### src/design/artc_cfg.svh
// register map, field positions, reset values and divider figures
`ifndef ARTC_CFG_SVH
`define ARTC_CFG_SVH

`define ARTC_ADDR_W       8
`define ARTC_ADDR_RATE    8'h01
`define ARTC_ADDR_TEST    8'h02
`define ARTC_RATE_RST     8'h06
`define ARTC_TEST_RST     8'h40

`define ARTC_HR_BIT       7
`define ARTC_READBACK_BIT 6
`define ARTC_OSC_EN_BIT   5
`define ARTC_RATE_MSB     2
`define ARTC_RATE_LSB     0
`define ARTC_RATE_RSVD    3'h7

`define ARTC_CHOP_BIT     5
`define ARTC_INT_TEST_BIT 4
`define ARTC_AMP_BIT      2
`define ARTC_TFREQ_MSB    1
`define ARTC_TFREQ_LSB    0

`define ARTC_MOD_DIV_HR   4'h4
`define ARTC_MOD_DIV_LP   4'h8
`define ARTC_RATE_BASE    12'h010
`define ARTC_CHOP_DIV     5'h10
`define ARTC_TEST_LOG2    21

`endif

### src/design/artc_pkg.sv
// shared types of the rate and test configuration block
package artc_pkg;
    typedef enum logic {ARTC_LOW_POWER, ARTC_HIGH_RES} artc_mode_e;
    typedef logic [1:0] artc_test_rate_t;
    localparam artc_test_rate_t ARTC_TEST_SLOW = 2'h0;
    localparam artc_test_rate_t ARTC_TEST_FAST = 2'h1;
    localparam artc_test_rate_t ARTC_TEST_DC   = 2'h3;
endpackage

### src/design/artc_tick_div.sv
// enable-driven divider giving one registered tick per div_i enables
`timescale 1ns/1ps
module artc_tick_div #(
    parameter int W = 12
) (
    input  wire logic         clk_i,
    input  wire logic         rst_n_i,
    input  wire logic         en_i,
    input  wire logic [W-1:0] div_i,
    output logic              tick_o
);
    logic [W-1:0] cnt_reg;
    logic [W-1:0] cnt_next;
    logic         wrap;

    // a shrinking divisor wraps at once instead of running past it
    assign wrap     = (cnt_reg >= div_i - W'(1));
    assign cnt_next = !en_i ? cnt_reg : (wrap ? '0 : cnt_reg + W'(1));

    always_ff @(posedge clk_i or negedge rst_n_i) begin
        if (!rst_n_i) begin
            cnt_reg <= '0;
            tick_o  <= 1'b0;
        end else begin
            cnt_reg <= cnt_next;
            tick_o  <= en_i && wrap;
        end
    end
endmodule

### src/design/artc_top.sv
// rate/mode and test-signal configuration registers with their decoded timing
// Notes on behaviour
// - bit 7 of rate register: 0 low power, 1 high resolution; resets 0
// - modulator tick is master clock over 4 (high res) or 8 (low power)
// - rate code n (0 to 6) gives conversions every 16 times 2^n modulator ticks; code 7 gives none
// - rate register at 0x01, resets to 0x06
// - bit 6: 0 daisy-chain output, 1 multiple readback
// - bit 5 with clock-select pin high drives oscillator onto clock pin
// - test register at 0x02, resets to 0x40
// - test bit 5 fixes chop tick at modulator over 16, else follows rate
// - test bit 4: 1 internal test signal, 0 external
// - test bit 2 doubles test amplitude
// - test rate 00 master/2^21, 01 master/2^20, 11 dc, 10 unused
//
// The plain strobed port was chosen for this implementation.
`timescale 1ns/1ps
`include "artc_cfg.svh"
module artc_top import artc_pkg::*; #(
    parameter int TEST_LOG2 = `ARTC_TEST_LOG2
) (
    input  wire logic                    ref_clk_i,
    input  wire logic                    arst_n_i,
    input  wire logic [`ARTC_ADDR_W-1:0] addr_i,
    input  wire logic [7:0]              wdata_i,
    input  wire logic                    wr_i,
    input  wire logic                    rd_i,
    output logic      [7:0]              rdata_o,
    input  wire logic                    clock_source_pin_i,
    output logic                         clk_pin_o,
    output logic                         clk_pin_oe_o,
    output logic                         high_resolution_select_o,
    output logic                         multi_readback_o,
    output logic                         modulator_clock_tick_o,
    output logic                         conversion_tick_o,
    output logic                         terminal_chop_fixed_o,
    output logic                         chop_tick_o,
    output logic                         test_internal_o,
    output logic                         test_amplitude_select_o,
    output logic                         test_signal_o
);
    logic                 rst_meta_reg;
    logic                 rst_n;
    logic [7:0]           rate_cfg_reg;
    logic [7:0]           test_cfg_reg;
    logic [7:0]           rdata_next;
    logic                 wr_rate;
    logic                 wr_test;
    logic [2:0]           rate_code;
    artc_test_rate_t      test_rate;
    logic [3:0]           mod_div;
    logic [11:0]          rate_div;
    logic                 conv_en;
    logic                 chop_fixed_tick;
    logic [TEST_LOG2-1:0] free_cnt_reg;
    logic                 test_next;
    logic                 src_s1_reg;
    logic                 src_s2_reg;
    logic                 src_s3_reg;
    logic                 src_filt_reg;
    logic                 osc_oe_next;

    // reset release through two flops
    always_ff @(posedge ref_clk_i or negedge arst_n_i) begin
        if (!arst_n_i) begin
            rst_meta_reg <= 1'b0;
            rst_n        <= 1'b0;
        end else begin
            rst_meta_reg <= 1'b1;
            rst_n        <= rst_meta_reg;
        end
    end

    // register decode
    assign wr_rate = wr_i && (addr_i == `ARTC_ADDR_RATE);
    assign wr_test = wr_i && (addr_i == `ARTC_ADDR_TEST);
    assign rdata_next = !rd_i ? 8'h00 :
                        (addr_i == `ARTC_ADDR_RATE) ? rate_cfg_reg :
                        (addr_i == `ARTC_ADDR_TEST) ? test_cfg_reg : 8'h00;

    always_ff @(posedge ref_clk_i or negedge rst_n) begin
        if (!rst_n) begin
            rate_cfg_reg <= `ARTC_RATE_RST;
            test_cfg_reg <= `ARTC_TEST_RST;
            rdata_o      <= 8'h00;
        end else begin
            if (wr_rate) begin
                rate_cfg_reg <= wdata_i;
            end
            if (wr_test) begin
                test_cfg_reg <= wdata_i;
            end
            rdata_o <= rdata_next;
        end
    end

    assign high_resolution_select_o = rate_cfg_reg[`ARTC_HR_BIT];
    assign multi_readback_o         = rate_cfg_reg[`ARTC_READBACK_BIT];
    assign terminal_chop_fixed_o    = test_cfg_reg[`ARTC_CHOP_BIT];
    assign test_internal_o          = test_cfg_reg[`ARTC_INT_TEST_BIT];
    assign test_amplitude_select_o  = test_cfg_reg[`ARTC_AMP_BIT];
    assign rate_code = rate_cfg_reg[`ARTC_RATE_MSB:`ARTC_RATE_LSB];
    assign test_rate = test_cfg_reg[`ARTC_TFREQ_MSB:`ARTC_TFREQ_LSB];

    assign mod_div = (artc_mode_e'(high_resolution_select_o) == ARTC_HIGH_RES) ?
                     `ARTC_MOD_DIV_HR : `ARTC_MOD_DIV_LP;
    assign rate_div = `ARTC_RATE_BASE << rate_code;
    assign conv_en  = modulator_clock_tick_o && (rate_code != `ARTC_RATE_RSVD);

    artc_tick_div #(.W(4)) u_mod_div (
        .clk_i   (ref_clk_i),
        .rst_n_i (rst_n),
        .en_i    (1'b1),
        .div_i   (mod_div),
        .tick_o  (modulator_clock_tick_o)
    );

    artc_tick_div #(.W(12)) u_rate_div (
        .clk_i   (ref_clk_i),
        .rst_n_i (rst_n),
        .en_i    (conv_en),
        .div_i   (rate_div),
        .tick_o  (conversion_tick_o)
    );

    artc_tick_div #(.W(5)) u_chop_div (
        .clk_i   (ref_clk_i),
        .rst_n_i (rst_n),
        .en_i    (modulator_clock_tick_o),
        .div_i   (`ARTC_CHOP_DIV),
        .tick_o  (chop_fixed_tick)
    );

    assign chop_tick_o = terminal_chop_fixed_o ? chop_fixed_tick : conversion_tick_o;

    // clock-select pin: three flops, change taken when stages two and three agree
    always_ff @(posedge ref_clk_i or negedge rst_n) begin
        if (!rst_n) begin
            src_s1_reg   <= 1'b0;
            src_s2_reg   <= 1'b0;
            src_s3_reg   <= 1'b0;
            src_filt_reg <= 1'b0;
        end else begin
            src_s1_reg <= clock_source_pin_i;
            src_s2_reg <= src_s1_reg;
            src_s3_reg <= src_s2_reg;
            if (src_s2_reg == src_s3_reg) begin
                src_filt_reg <= src_s3_reg;
            end
        end
    end

    assign osc_oe_next = rate_cfg_reg[`ARTC_OSC_EN_BIT] && src_filt_reg;
    // oscillator replica is the counter's lowest bit, master over 2
    assign clk_pin_o   = free_cnt_reg[0];

    always_comb begin
        case (test_rate)
            ARTC_TEST_SLOW: test_next = free_cnt_reg[TEST_LOG2-1];
            ARTC_TEST_FAST: test_next = free_cnt_reg[TEST_LOG2-2];
            ARTC_TEST_DC:   test_next = 1'b1;
            default:        test_next = 1'b0;
        endcase
        test_next = test_next && test_internal_o;
    end

    always_ff @(posedge ref_clk_i or negedge rst_n) begin
        if (!rst_n) begin
            free_cnt_reg  <= '0;
            test_signal_o <= 1'b0;
            clk_pin_oe_o  <= 1'b0;
        end else begin
            free_cnt_reg  <= free_cnt_reg + TEST_LOG2'(1);
            test_signal_o <= test_next;
            clk_pin_oe_o  <= osc_oe_next;
        end
    end

    // checking helpers: first cycle after reset, modulator ticks per conversion
    logic        first_reg;
    logic [12:0] mod_since_reg;
    logic        rate_dirty_reg;

    always_ff @(posedge ref_clk_i or negedge rst_n) begin
        if (!rst_n) begin
            first_reg      <= 1'b1;
            mod_since_reg  <= '0;
            rate_dirty_reg <= 1'b1;
        end else begin
            first_reg <= 1'b0;
            if (conversion_tick_o) begin
                mod_since_reg  <= '0;
                rate_dirty_reg <= wr_rate;
            end else begin
                if (modulator_clock_tick_o) begin
                    mod_since_reg <= mod_since_reg + 13'h0001;
                end
                if (wr_rate) begin
                    rate_dirty_reg <= 1'b1;
                end
            end
        end
    end

    property p_mode_write;
        @(posedge ref_clk_i) disable iff (!rst_n)
        wr_rate |=> high_resolution_select_o == $past(wdata_i[`ARTC_HR_BIT]);
    endproperty
    a_mode_write: assert property (p_mode_write) else $error("mode bit not taken");

    property p_mod_hr;
        @(posedge ref_clk_i) disable iff (!rst_n)
        (modulator_clock_tick_o && high_resolution_select_o) |->
            ##1 !modulator_clock_tick_o [*3] ##1 (modulator_clock_tick_o || !high_resolution_select_o);
    endproperty
    a_mod_hr: assert property (p_mod_hr) else $error("modulator tick not every 4 in high res");

    property p_mod_lp;
        @(posedge ref_clk_i) disable iff (!rst_n)
        (modulator_clock_tick_o && !high_resolution_select_o) |->
            ##1 (!modulator_clock_tick_o || high_resolution_select_o) [*7]
            ##1 (modulator_clock_tick_o || high_resolution_select_o);
    endproperty
    a_mod_lp: assert property (p_mod_lp) else $error("modulator tick not every 8 in low power");

    property p_rate;
        @(posedge ref_clk_i) disable iff (!rst_n)
        (conversion_tick_o && !rate_dirty_reg) |-> mod_since_reg == {1'b0, rate_div};
    endproperty
    a_rate: assert property (p_rate) else $error("conversion spacing wrong");

    property p_reset_vals;
        @(posedge ref_clk_i) disable iff (!rst_n)
        first_reg |-> (rate_cfg_reg == `ARTC_RATE_RST) && (test_cfg_reg == `ARTC_TEST_RST);
    endproperty
    a_reset_vals: assert property (p_reset_vals) else $error("reset value wrong");

    property p_readback_write;
        @(posedge ref_clk_i) disable iff (!rst_n)
        wr_rate |=> multi_readback_o == $past(wdata_i[`ARTC_READBACK_BIT]);
    endproperty
    a_readback_write: assert property (p_readback_write) else $error("readback bit not taken");

    property p_osc_off;
        @(posedge ref_clk_i) disable iff (!rst_n)
        (!rate_cfg_reg[`ARTC_OSC_EN_BIT] || !src_filt_reg) |=> !clk_pin_oe_o;
    endproperty
    a_osc_off: assert property (p_osc_off) else $error("clock pin driven while disabled");

    property p_osc_on;
        @(posedge ref_clk_i) disable iff (!rst_n)
        (rate_cfg_reg[`ARTC_OSC_EN_BIT] && src_filt_reg) |=> clk_pin_oe_o;
    endproperty
    a_osc_on: assert property (p_osc_on) else $error("clock pin not driven while enabled");

    property p_test_read;
        @(posedge ref_clk_i) disable iff (!rst_n)
        (rd_i && addr_i == `ARTC_ADDR_TEST) |=> rdata_o == $past(test_cfg_reg) ##1 rdata_o == 8'h00 || rd_i;
    endproperty
    a_test_read: assert property (p_test_read) else $error("test register read wrong");

    property p_chop_fixed;
        @(posedge ref_clk_i) disable iff (!rst_n)
        (chop_tick_o && terminal_chop_fixed_o && $stable(test_cfg_reg)) |=> !chop_tick_o [*8];
    endproperty
    a_chop_fixed: assert property (p_chop_fixed) else $error("fixed chop too fast");

    property p_internal_src;
        @(posedge ref_clk_i) disable iff (!rst_n)
        !test_internal_o |=> !test_signal_o;
    endproperty
    a_internal_src: assert property (p_internal_src) else $error("test signal with external source");

    property p_source_write;
        @(posedge ref_clk_i) disable iff (!rst_n)
        wr_test |=> test_internal_o == $past(wdata_i[`ARTC_INT_TEST_BIT]);
    endproperty
    a_source_write: assert property (p_source_write) else $error("test source bit not taken");

    property p_amp_write;
        @(posedge ref_clk_i) disable iff (!rst_n)
        wr_test |=> test_amplitude_select_o == $past(wdata_i[`ARTC_AMP_BIT]);
    endproperty
    a_amp_write: assert property (p_amp_write) else $error("amplitude bit not taken");

    property p_dc_test;
        @(posedge ref_clk_i) disable iff (!rst_n)
        (test_internal_o && test_rate == ARTC_TEST_DC) |=> test_signal_o;
    endproperty
    a_dc_test: assert property (p_dc_test) else $error("dc test signal not high");

    property p_square;
        @(posedge ref_clk_i) disable iff (!rst_n)
        // output edge at k was built from the settings of cycle k-1, so those must match k-2
        ($past(test_internal_o && test_rate == ARTC_TEST_FAST)
            && ($past(test_cfg_reg) == $past(test_cfg_reg, 2)) && $changed(test_signal_o))
            |-> free_cnt_reg[TEST_LOG2-3:0] == (TEST_LOG2-2)'(1);
    endproperty
    a_square: assert property (p_square) else $error("test edge off the counter boundary");
endmodule

### config.mk
export PLATFORM = sky130hd
export DESIGN_NAME = artc_top
export DESIGN_NICKNAME = d
export VERILOG_FILES = /design/src/design/artc_pkg.sv /design/src/design/artc_tick_div.sv /design/src/design/artc_top.sv
export VERILOG_INCLUDE_DIRS = /design/src /design/src/design
export SDC_FILE = /design/constraint.sdc
export NUM_CORES = 1
export LEC_CHECK = 0
export BUFFER_PORTS_ARGS = -buffer_cell sky130_fd_sc_hd__buf_4
export CORE_UTILIZATION = 30
export CTS_CLUSTER_DIAMETER = 150
export CTS_CLUSTER_SIZE = 25
export DETAILED_ROUTE_END_ITERATION = 10
export GPL_ROUTABILITY_DRIVEN = 0
export SYNTH_ARGS = -nofsm -noshare
export SYNTH_HDL_FRONTEND = slang
export SYNTH_HIERARCHICAL = 1
export SYNTH_SLANG_ARGS = --single-unit
export TNS_END_PERCENT = 5
### constraint.sdc
create_clock -name ref_clk_i -period 6.93 [get_ports ref_clk_i]
set_input_delay 0.3465 -clock ref_clk_i [delete_from_list [all_inputs] [get_ports ref_clk_i]]
set_output_delay 0.3465 -clock ref_clk_i [all_outputs]
set_load 0.02 [all_outputs]
==> impl_results.md, run 1 <==
- Yosys synthesis warning count: 6
- R2r worst-path depth: 10
- Synth Register Bits: 77
- Clk_lat worst skew: 0.33 ns
- Cell Area, Synth: 4038 um^2
- CP arrival: 3.40 ns
- GRT overflow: 0
- Layout cells sized above 1: 20.22%
- Clk pin slew, worst setup/hold paths: 0.06 ns
- Clk root buf: clkbuf_16
- CP Class: flop to flop
- CP Buf/Inv Count: 0
- EDFF count, synth: 0
- Slowest Stage Delay on Critical Path: 0.61 ns
- H-tree Lvls: 3
- Gr usage total: 12.05%
- Post-synth ARST share: 100.0%
- VDD IR max: 134.6 uV
- Min-Delay Path Class: input port to flop
- Core area: 13190 um^2
- Number of flip-flops under the largest register name: 21
- Per-cell routed wire length: 12.24 um
- Slowest CP cell: dfstp_2
- Slew Limit Fails: 0
- Final Skew: 0.006731 ns
- Final Core Density: 37.81%
- N_diodes: 0
- Initial DRC count: 128
- Die height: 118.0 um
- Final Hold Fails: 0
- Input/output buffers: 39
- Worst Path Max Fanout: 10
- DR DRC count: 0
- CP Launch Type: flop
- Final #Nets: 489
- WHS Path Cells: 1
- TritonCTS clock tree: yes
- Sum Neg Setup Slack: 0 ns
- Starting Density: 30.61%
- Seq/Total Area, Yosys: 47.82%
- Critical Path, Cell by Cell: nor2_1 -> or4_4 -> nor4_4 -> xnor2_1 -> ha_1 -> nand4_1 -> nor3_1 -> a211oi_2 -> nor2b_1 -> nor2_1
- Sink Count: 77
- DP HPWL: 5654 um
- Most common cell in the synthesized netlist: dfrtp_1
- Outcome: completed
- Final worst path period share: 46.22%
- Io pins: 40
- Netlist cell types: 49
- Number of global-route vias before repair: 2906
- Pre-Repair DR Iteration Count: 4
- Routed vias/inst: 4.551
- Final wirelength: 7598 um
- Leak: 2.338 nW
- RSZ-0062 raised after global routing: false
- FMAX: 312.2 MHz
- Cell family with most CP delay: simple AND/OR/NAND/NOR gates
- Top post-synthesis cells by area: dfrtp_1 (46%), ha_1 (8.7%), xnor2_1 (5.6%)
- Die ar.: 13930 um^2
- Site Rows: 42
- First-pass GRT wire length: 13460 um
- Post-DRT Antenna Nets: 0
- Antenna violations before repair: 0
- Via count: 2826
- Worst path depth: 10
- Syn avg cell area: 10.85 um^2
- Cells after Synth: 372
- Die width: 118.0 um
- Period minus WS final: 3.203 ns
- Pwr Density: 304.2 nW/um^2
- Headroom to the max-slew limit: 54.62%
- Critical Path Most Common Cell: nor2_1
- Worst-margin pin slew: 0.6779 ns
- Setup crit end kind: flop
- Ys flop type: dfrtp_1
- Final setup violating endpoints: 0
- Setup WS pre-CTS: 3.709 ns
- Max cap viols: 0
- Worst Slack Setup Final: 3.727 ns
- Biggest area consumer among synthesized cells: dfrtp_1
- Post-synth top cells: dfrtp_1 (74), nor2_1 (32), ha_1 (28)
- Post-synth top area share: 45.86%
- P&R area growth vs syn: 23.52%
- Post-CTS sizing: 0
- Clock buffer count from CTS: 9
- Largest net degree at the start of global routing: 52
- Req. time, crit path: 7.13 ns
- Clock Tree Buf Depth: 2
==> per-stage QoR <==
stage	instances	hold WS, ns	cell area [um^2]	power (W)
after CTS	621	0.1103	4987	0.001533
final	621	0.1206	4987	0.001517
after global placement	604	0.1294	4614	0.0009360
after global routing	621	0.1059	4987	0.001625
after floorplan	397	0.05091	4131	0.0008553
after detailed placement	604	0.1304	4614	0.0009534
==> cell families (layout without fill, tap and decap cells) <==
logic type | count (synthesis) | count (layout) | share of synthesized area, %
compound gates | 48 | 48 | 7.716
fa+ha+maj | 29 | 29 | 8.925
other cells | 2 | 27 | 0.1860
buf+inv | 29 | 77 | 2.820
simple gates | 127 | 127 | 18.44
xor+xnor | 42 | 42 | 9.111
flops | 77 | 77 | 47.82
mux | 18 | 18 | 4.989
==> cell usage in the layout (no fill, tap or decap), types with 2 or more instances in the layout <==
master,netlist,routed
a21oi_1,8,8
a22oi_1,8,8
a31oi_1,2,2
and2_1,3,3
and3_1,9,9
buf_4,1,40
bufinv_16,0,4
clkbuf_16,0,9
conb_1,2,27
dfrtp_1,74,73
dfstp_2,3,3
ha_1,28,28
inv_1,20,20
mux2_2,17,17
nand2_1,21,21
nand2b_1,2,2
nand3_1,16,16
nand3_4,2,2
nand4_1,11,11
nor2_1,32,32
nor2b_1,2,2
nor3_1,10,10
nor3b_1,7,7
nor4_1,2,2
nor4_4,2,2
nor4b_4,2,2
o21ai_0,10,10
o21ai_1,5,5
o22ai_1,5,5
xnor2_1,26,26
xor2_1,16,16
==> area by class of cell <==
class | instances | area [um^2]
Clock buffer | 10 | 229.0
Inverter | 20 | 75.07
Fill cell | 1265 | 8203
Timing Repair Buffer | 41 | 310.3
Clock inverter | 6 | 133.9
Tap cell | 176 | 220.2
Multi-Input combinational cell | 291 | 2087
Sequential cell | 77 | 1932
==> where the power goes <==
part	total, W	internal (W)	switching [W]
sequential	0.000583	0.000511	0.0000714
combinational	0.000364	0.000163	0.000201
clock	0.000570	0.000389	0.000181
==> per-layer routing <==
| metal | track usage [%] | part of all wire (%) | vias to the layer above |
|---|---|---|---|
| met2 | 20.00 | 49 | 36 |
| met4 | 4.247 | 1.5 | 0 |
| met1 | 14.68 | 46 | 1371 |
| met5 | 0 | 0 | - |
| met3 | 3.731 | 3.4 | 8 |
| li1 | - | - | 1411 |
==> worst reg2reg max path, stage by stage, from the launching register on <==
cell	delay, ns
dfstp_2	0.61
nor2_1	0.11
or4_4	0.58
nor4_4	0.23
xnor2_1	0.09
ha_1	0.32
nand4_1	0.13
nor3_1	0.24
a211oi_2	0.15
nor2b_1	0.49
nor2_1	0.11
==> worst paths after layout <==
path                                         start                    end  slack (ns)
min in group asynchronous                    rst_n   u_mod_div/cnt_reg[3]        0.26
worst min register to register               rst_n   u_mod_div/cnt_reg[3]        0.26
worst max-delay path               rate_cfg_reg[2]  u_rate_div/cnt_reg[6]        3.73
worst min-delay path            clock_source_pin_i             src_s1_reg        0.12
max in group asynchronous                    rst_n        test_cfg_reg[5]        5.63
worst max register to register     rate_cfg_reg[2]  u_rate_div/cnt_reg[6]        3.73
==> what timing repair did <==
item	CTS	global route
setup endpoints to repair	0	0
setup buffers	0	0
hold buffers	1	0
hold endpoints to repair	2	0
Power figures use the tool's default switching activity.
==> run 2: changes to the inputs <==
==> constraint.sdc (replaced) <==
create_clock -name ref_clk_i -period 2.75 [get_ports ref_clk_i]
set_input_delay 0.1375 -clock ref_clk_i [delete_from_list [all_inputs] [get_ports ref_clk_i]]
set_output_delay 0.1375 -clock ref_clk_i [all_outputs]
set_load 0.02 [all_outputs]
==> impl_results.md, run 2 (synthesis results as in run 1) <==
- Outcome: complete, but fails checks
- Site Rows: 42 (unchanged)
- Clk_lat worst skew: 0.33 ns (about the same)
- P&R area growth vs syn: 24.54%
- FMAX: 361.8 MHz (+16%)
- Failing checks: negative setup slack
- Post-DRT Antenna Nets: 0 (unchanged)
- Worst Slack Setup Final: -0.01397 ns (-3.741 ns)
- Setup WS pre-CTS: -0.09049 ns (-3.800 ns)
- RSZ-0062 raised after global routing: true
- Clk root buf: clkbuf_16
- First-pass GRT wire length: 14180 um (+5.4%)
- Met3 wire length: 245 um (-4.7%)
- VDD IR max: 257.7 uV (+91%)
- Routed vias/inst: 4.528 (-0.49%)
- Setup crit end kind: flop
- Worst-margin pin slew: 0.7391 ns (+0.06120 ns)
- Clk pin slew, worst setup/hold paths: 0.06 ns (about the same)
- Worst hold slack: 0.04352 ns (-0.07706 ns)
- Leak: 2.365 nW (+1.2%)
- Die ar.: 13930 um^2 (unchanged)
- Layout cells sized above 1: 23.36% (+3.1 points)
- Input/output buffers: 39 (unchanged)
- Most frequent cells in the layout: dfrtp_1 (73), buf_4 (51), nor2_1 (31), ha_1 (28), conb_1 (27)
- Slew Limit Fails: 0 (unchanged)
- TritonCTS clock tree: yes
- Final wirelength: 8041 um (+5.8%)
- Sum Neg Setup Slack: -0.01397 ns (-0.01397 ns)
- Max cap viols: 0 (unchanged)
- Worst reg2reg setup slack: -0.01 ns (-3.74 ns)
- Final Skew: 0.006495 ns (-0.0002365 ns)
- Starting Density: 30.61% (unchanged)
- Number of global-route vias before repair: 3042 (+4.7%)
- Headroom to the max-slew limit: 50.73% (-3.9 points)
- Footprint of the multi-input gates: 2110 um^2 (+1.1%)
- DP HPWL: 5938 um (+5.0%)
- Gr usage total: 12.77% (+0.72 points)
- Final #Nets: 502 (+2.7%)
- Core area: 13190 um^2 (unchanged)
- Per-cell routed wire length: 12.68 um (+3.7%)
- CP Launch Type: flop
- Commonest non-fill, non-tap cell in the layout: dfrtp_1
- CP arrival: 2.97 ns (-0.43 ns)
- Clock buffer count from CTS: 9 (unchanged)
- Min-Delay Path Class: input port to flop
- Sink Count: 77 (unchanged)
- Pwr Density: 710.3 nW/um^2 (+130%)
- Pre-Repair DR Iteration Count: 4 (unchanged)
- Final worst path period share: 100.5% (+54 points)
- Placed cells: 615 (+1.8%)
- N_diodes: 0 (unchanged)
- Initial DRC count: 125 (-2.3%)
- Antenna violations before repair: 0 (unchanged)
- Worst Path Max Fanout: 6 (-4)
- Die width: 118.0 um (unchanged)
- Period minus WS final: 2.764 ns (-0.4391 ns)
- Layout fillers: 1279 (+1.1%)
- Io pins: 40 (unchanged)
- Final non-filler cell total: 634 (+2.1%)
- DRT met1 WL: 3707 um (+5.5%)
- DR DRC count: 0 (unchanged)
- Top Layer Used: met4
- Largest net degree at the start of global routing: 35 (-33%)
- Reg area: 1932 um^2 (unchanged)
- H-tree Lvls: 3 (unchanged)
- Req. time, crit path: 2.96 ns (-4.17 ns)
- Clock Tree Buf Depth: 2 (unchanged)
- Die height: 118.0 um (unchanged)
- Final Hold Fails: 0 (unchanged)
- GRT overflow: 0 (unchanged)
- Detailed route wirelength on metal2: 3914 um (+5.6%)
- CP Class: flop to flop
- Via count: 2871 (+1.6%)
- Number of flip-flops under the largest register name: 21 (unchanged)
- Final setup violating endpoints: 1 (+1)
## run 2: repair_timing
item / CTS / global route
pin swaps: 1 / 1
setup buffers: 1 / 0
cloned: 0 / 0
hold buffers: 2 / 0
endpoints found under the setup margin: 12 / 13
gates resized for setup: 4 / 1
hold endpoints to repair: 3 / 0
## run 2: through the flow
stage                     util (%)  total power [W]  cell area [um^2]
after global routing         38.12         0.003838              5029
final                        38.12         0.003572              5029
after global placement       35.65         0.002437              4702
after floorplan                  -         0.002169              4146
after detailed placement     35.65         0.002483              4702
after CTS                    38.10         0.003616              5026
## run 2: critical path, cell delays in order, from the launching register on
cell      delay (ns)
dfstp_2         0.58
nor3b_2         0.07
or4_4           0.59
nor4_4          0.17
xnor2_1         0.11
ha_1            0.32
nand4_1         0.13
nor3_2          0.20
a211oi_2        0.09
buf_4           0.16
a21boi_1        0.12
o22ai_1         0.10
## run 2: layout make-up
type	instances	area share, %
clock buffer	10	4.752
clock inverter	6	0.9206
inverter	20	1.493
multi-input combinational	291	41.95
sequential	77	38.42
tap	176	4.379
timing repair buffer	54	8.087
## run 2: power by group
part	switching, W	total [W]	internal, W
Sequential	0.000188	0.00148	0.00129
Combinational	0.000520	0.000992	0.000472
Clock	0.000464	0.00110	0.000639
Total	0.00117	0.00357	0.00240
## run 2: worst paths after layout
| kind | startpoint | end | cells past startpoint |
|---|---|---|---|
| setup / recovery | rate_cfg_reg[1] | u_rate_div/cnt_reg[4] | 11 |
| hold reg to reg | rst_n | test_cfg_reg[0] | 0 |
| setup reg to reg | rate_cfg_reg[1] | u_rate_div/cnt_reg[4] | 11 |
| hold / removal | wdata_i[6] | rate_cfg_reg[6] | 2 |
| max in group asynchronous | rst_n | rate_cfg_reg[1] | 1 |
| min in group asynchronous | arst_n_i | rst_n | 2 |
## run 2: routing by layer
layer / track usage [%] / up-vias
met5: 0 / -
met4: 5.449 / 0
met3: 2.810 / 14
met2: 21.69 / 44
met1: 15.53 / 1373
li1: - / 1440
==> run 3: changes to the inputs <==
--- a/config.mk
+++ b/config.mk
@@ -6,12 +6,15 @@
 export SDC_FILE = /design/constraint.sdc
 export NUM_CORES = 1
 export LEC_CHECK = 0
+export ABC_AREA = 1
 export BUFFER_PORTS_ARGS = -buffer_cell sky130_fd_sc_hd__buf_4
+export CORE_ASPECT_RATIO = 0.5
 export CORE_UTILIZATION = 30
 export CTS_CLUSTER_DIAMETER = 150
 export CTS_CLUSTER_SIZE = 25
 export DETAILED_ROUTE_END_ITERATION = 10
 export GPL_ROUTABILITY_DRIVEN = 0
+export PLACE_DENSITY = 0.46
 export SYNTH_ARGS = -nofsm -noshare
 export SYNTH_HDL_FRONTEND = slang
 export SYNTH_HIERARCHICAL = 1
==> impl_results.md, run 3 <==
- DRT met1 WL: 4697 um (+27%)
- Input/output buffers: 39 (unchanged)
- Die width: 177.1 um (+50%)
- Gr usage total: 13.55% (+0.78 points)
- Worst Path Max Fanout: 6 (unchanged)
- Final worst path period share: 91.49% (-9.0 points)
- Synth Register Bits: 77 (unchanged)
- Post-synthesis xor/xnor area fraction: 6.287% (-2.8 points)
- Number of setup buffers added after CTS: 0 (-1)
- Pre-Repair DR Iteration Count: 4 (unchanged)
- DP HPWL: 7184 um (+21%)
- Sink Count: 77 (unchanged)
- Pwr Density: 724.1 nW/um^2 (+1.9%)
- Post-Synth Adder-Cell Area: 7.839% (-1.1 points)
- VDD IR max: 238.5 uV (-7.4%)
- Initial DRC count: 119 (-4.8%)
- Seq/Total Area, Yosys: 42.00% (-5.8 points)
- Antenna violations before repair: 0 (unchanged)
- Worst Slack Setup Final: 0.2341 ns (+0.2481 ns)
- Post-synth top cells: nand2_1 (139), dfrtp_1 (74), inv_1 (70)
- H-tree Lvls: 3 (unchanged)
- R2r startpoint: rate_cfg_reg[2]
- Layout cells sized above 1: 19.37% (-4.0 points)
- EDFF count, synth: 0 (unchanged)
- Worst setup startpoint: rate_cfg_reg[2]
- Ys flop type: dfrtp_1
- Final #Nets: 680 (+35%)
- Clk_lat worst skew: 0.34 ns (about the same)
- Netlist cell types: 39 (-20%)
- Cell Area, Synth: 4597 um^2 (+14%)
- Outcome: completed
- Yosys synthesis warning count: 6 (unchanged)
- P&R area growth vs syn: 22.21%
- Min-Delay Path Class: input port to flop
- Switching share of power: 35.76% (+2.9 points)
- DR DRC count: 0 (unchanged)
- Cells after Synth: 550 (+48%)
- Switch Pwr: 0.001455 W (+24%)
- Placed inst area: 5263 um^2 (+12%)
- Per-cell routed wire length: 11.45 um (-9.7%)
- CP Class: flop to flop
- Top Layer Used: met4
- Leak: 2.799 nW (+18%)
- WHS Path Cells: 3 (+1)
- CP arrival: 2.73 ns (-0.24 ns)
- GRT overflow: 0 (unchanged)
- Syn avg cell area: 8.358 um^2 (-23%)
- Sequential share of power: 38.2% (-3.1 points)
- Post-route design area: 5618 um^2 (+12%)
- Final wirelength: 9538 um (+19%)
- Int Power: 0.002613 W (+8.9%)
- CP Launch Type: flop
- R2r worst-path depth: 16 (+5)
- Post-Synth Simple-Gate Area: 27.33% (+8.9 points)
- First-pass GRT wire length: 16680 um (+18%)
- Final Power: 0.004068 W (+14%)
- Clk pwr share: 30.5% (-0.4 points)
- Commonest non-fill, non-tap cell in the layout: nand2_1
- Biggest area consumer among synthesized cells: dfrtp_1
- Final Skew: 0.01236 ns (+0.005863 ns)
- Number of flip-flops under the largest register name: 21 (unchanged)
- Most frequent cells in the layout: nand2_1 (139), dfrtp_1 (73), inv_1 (70), buf_4 (45), nand3_1 (34)
- Post-synth top area share: 40.28% (-5.6 points)
- Largest family of logic cells by synthesized area: simple AND/OR/NAND/NOR gates
- Starting Density: 31.27% (+0.66 points)
- Req. time, crit path: 2.96 ns (about the same)
- Headroom to the max-slew limit: 62.68% (+12 points)
- Clock Tree Buf Depth: 2 (unchanged)
- Max cap viols: 0 (unchanged)
- Clock buffer count from CTS: 9 (unchanged)
- Setup crit end kind: flop
- Met3 wire length: 212 um (-13%)
- Io pins: 40 (unchanged)
- Critical R2R Capture: u_rate_div/cnt_reg[4]
- Die height: 89.53 um (-24%)
- Core area: 14700 um^2 (+11%)
- Sum Neg Setup Slack: 0 ns (+0.01397 ns)
- Post-DRT Antenna Nets: 0 (unchanged)
- Period minus WS final: 2.516 ns (-0.2481 ns)
- Detailed route wirelength on metal2: 4573 um (+17%)
- FMAX: 397.5 MHz (+9.9%)
- Clk pin slew, worst setup/hold paths: 0.07 ns (about the same)
- Final setup violating endpoints: 0 (-1)
- Worst reg2reg setup slack: 0.23 ns (+0.25 ns)
- Post-synth ARST share: 100.0% (unchanged)
- Post-synthesis mux area share: 0.2177% (-4.8 points)
- Comb power frac: 31.3% (+3.5 points)
- N_diodes: 0 (unchanged)
- Most common cell in the synthesized netlist: nand2_1
- TritonCTS clock tree: yes
- Site Rows: 31 (-26%)
- Clk root buf: clkbuf_16
- Via count: 3564 (+24%)
- Synth Area in Compound Gates: 8.356% (+0.64 points)
- Top post-synthesis cells by area: dfrtp_1 (40%), nand2_1 (11%), ha_1 (7.6%)
- Routed vias/inst: 4.279 (-5.5%)
- Slew Limit Fails: 0 (unchanged)
- Number of global-route vias before repair: 3486 (+15%)
- Final Hold Fails: 0 (unchanged)
- Die ar.: 15850 um^2 (+14%)
- Setup WS pre-CTS: 0.1558 ns (+0.2463 ns)
- Worst-margin pin slew: 0.5592 ns (-0.1799 ns)
- Largest net degree at the start of global routing: 56 (+60%)
- Worst Setup EP: u_rate_div/cnt_reg[4]
## run 3: cell types whose count changed after synthesis, moves of 8 or more
cell / before / now
nand2_1: 21 / 139
mux2_2: 17 / 0
o21ai_0: 10 / 19
a21oi_1: 8 / 18
xnor2_1: 26 / 17
inv_1: 20 / 70
a21oi_2: 1 / 11
and3_1: 9 / 0
nor2_4: 0 / 8
nand3_1: 16 / 34
a22oi_1: 8 / 0
## run 3: per-stage QoR
stage	instances	util [%]	hold WS, ns
floorplan	579	-	-0.1581
global placement	816	35.80	-0.07824
detailed placement	816	35.80	-0.07739
CTS	833	38.03	0.005405
global route	833	38.22	0.01739
finish	833	38.22	0.01667
## run 3: final cells by class
| class | instances | area, um^2 |
|---|---|---|
| fill | 1524 | 9082 |
| sequential | 77 | 1934 |
| clock inverter | 4 | 55.05 |
| multi-input combinational | 418 | 2444 |
| clock buffer | 11 | 252.7 |
| timing repair buffer | 49 | 397.9 |
| tap | 198 | 247.7 |
| inverter | 76 | 286.5 |
## run 3: worst min path at each step
stage	start	to	slack, ns
2_1_floorplan	arst_n_i	rst_meta_reg	-0.16
3_3_place_gp	arst_n_i	rst_meta_reg	-0.08
3_5_place_dp	arst_n_i	rst_meta_reg	-0.08
4_1_cts	wdata_i[7]	test_cfg_reg[7]	0.005
5_1_grt	wdata_i[7]	test_cfg_reg[7]	0.02
6_report	wdata_i[7]	test_cfg_reg[7]	0.02
## run 3: critical path: stages, from the launching register on
cell,delay [ns]
dfstp_2,0.58
nor3_1,0.06
buf_4,0.15
nor2_2,0.09
nand2_1,0.09
nor2_2,0.13
nand2_1,0.08
xnor2_1,0.14
inv_1,0.05
ha_1,0.29
nand2_1,0.08
nor2_2,0.12
and2_1,0.14
nand2_2,0.07
nand3_4,0.10
buf_4,0.16
a21oi_2,0.05
## run 3: what timing repair did
item | in CTS | in global routing
setup endpoints to repair | 0 | 10
hold buffers | 2 | 0
gates resized for setup | 0 | 7
endpoints found under the hold margin | 3 | 0
## run 3: cells by family after synthesis
family	Yosys count
AND/OR/NAND/NOR	263
buffers and inverters	84
XOR/XNOR	33
multiplexers	1
adder cells (fa/ha/maj)	29
AO/OA/AOI/OAI	61
flip-flops	77
other	2
## run 3: power groups by stage
stage	clock network, W	registers (W)	logic (W)
floorplan	0	0.00151	0.000956
global placement	0	0.00158	0.00123
detailed placement	0	0.00158	0.00125
CTS	0.00128	0.00156	0.00126
global route	0.00133	0.00159	0.00148
finish	0.00124	0.00155	0.00127
## run 3: layer usage
metal	global-route usage (%)	up-vias
met5	0	-
met4	3.056	0
met3	3.699	4
met2	23.30	22
met1	17.13	1642
li1	-	1896
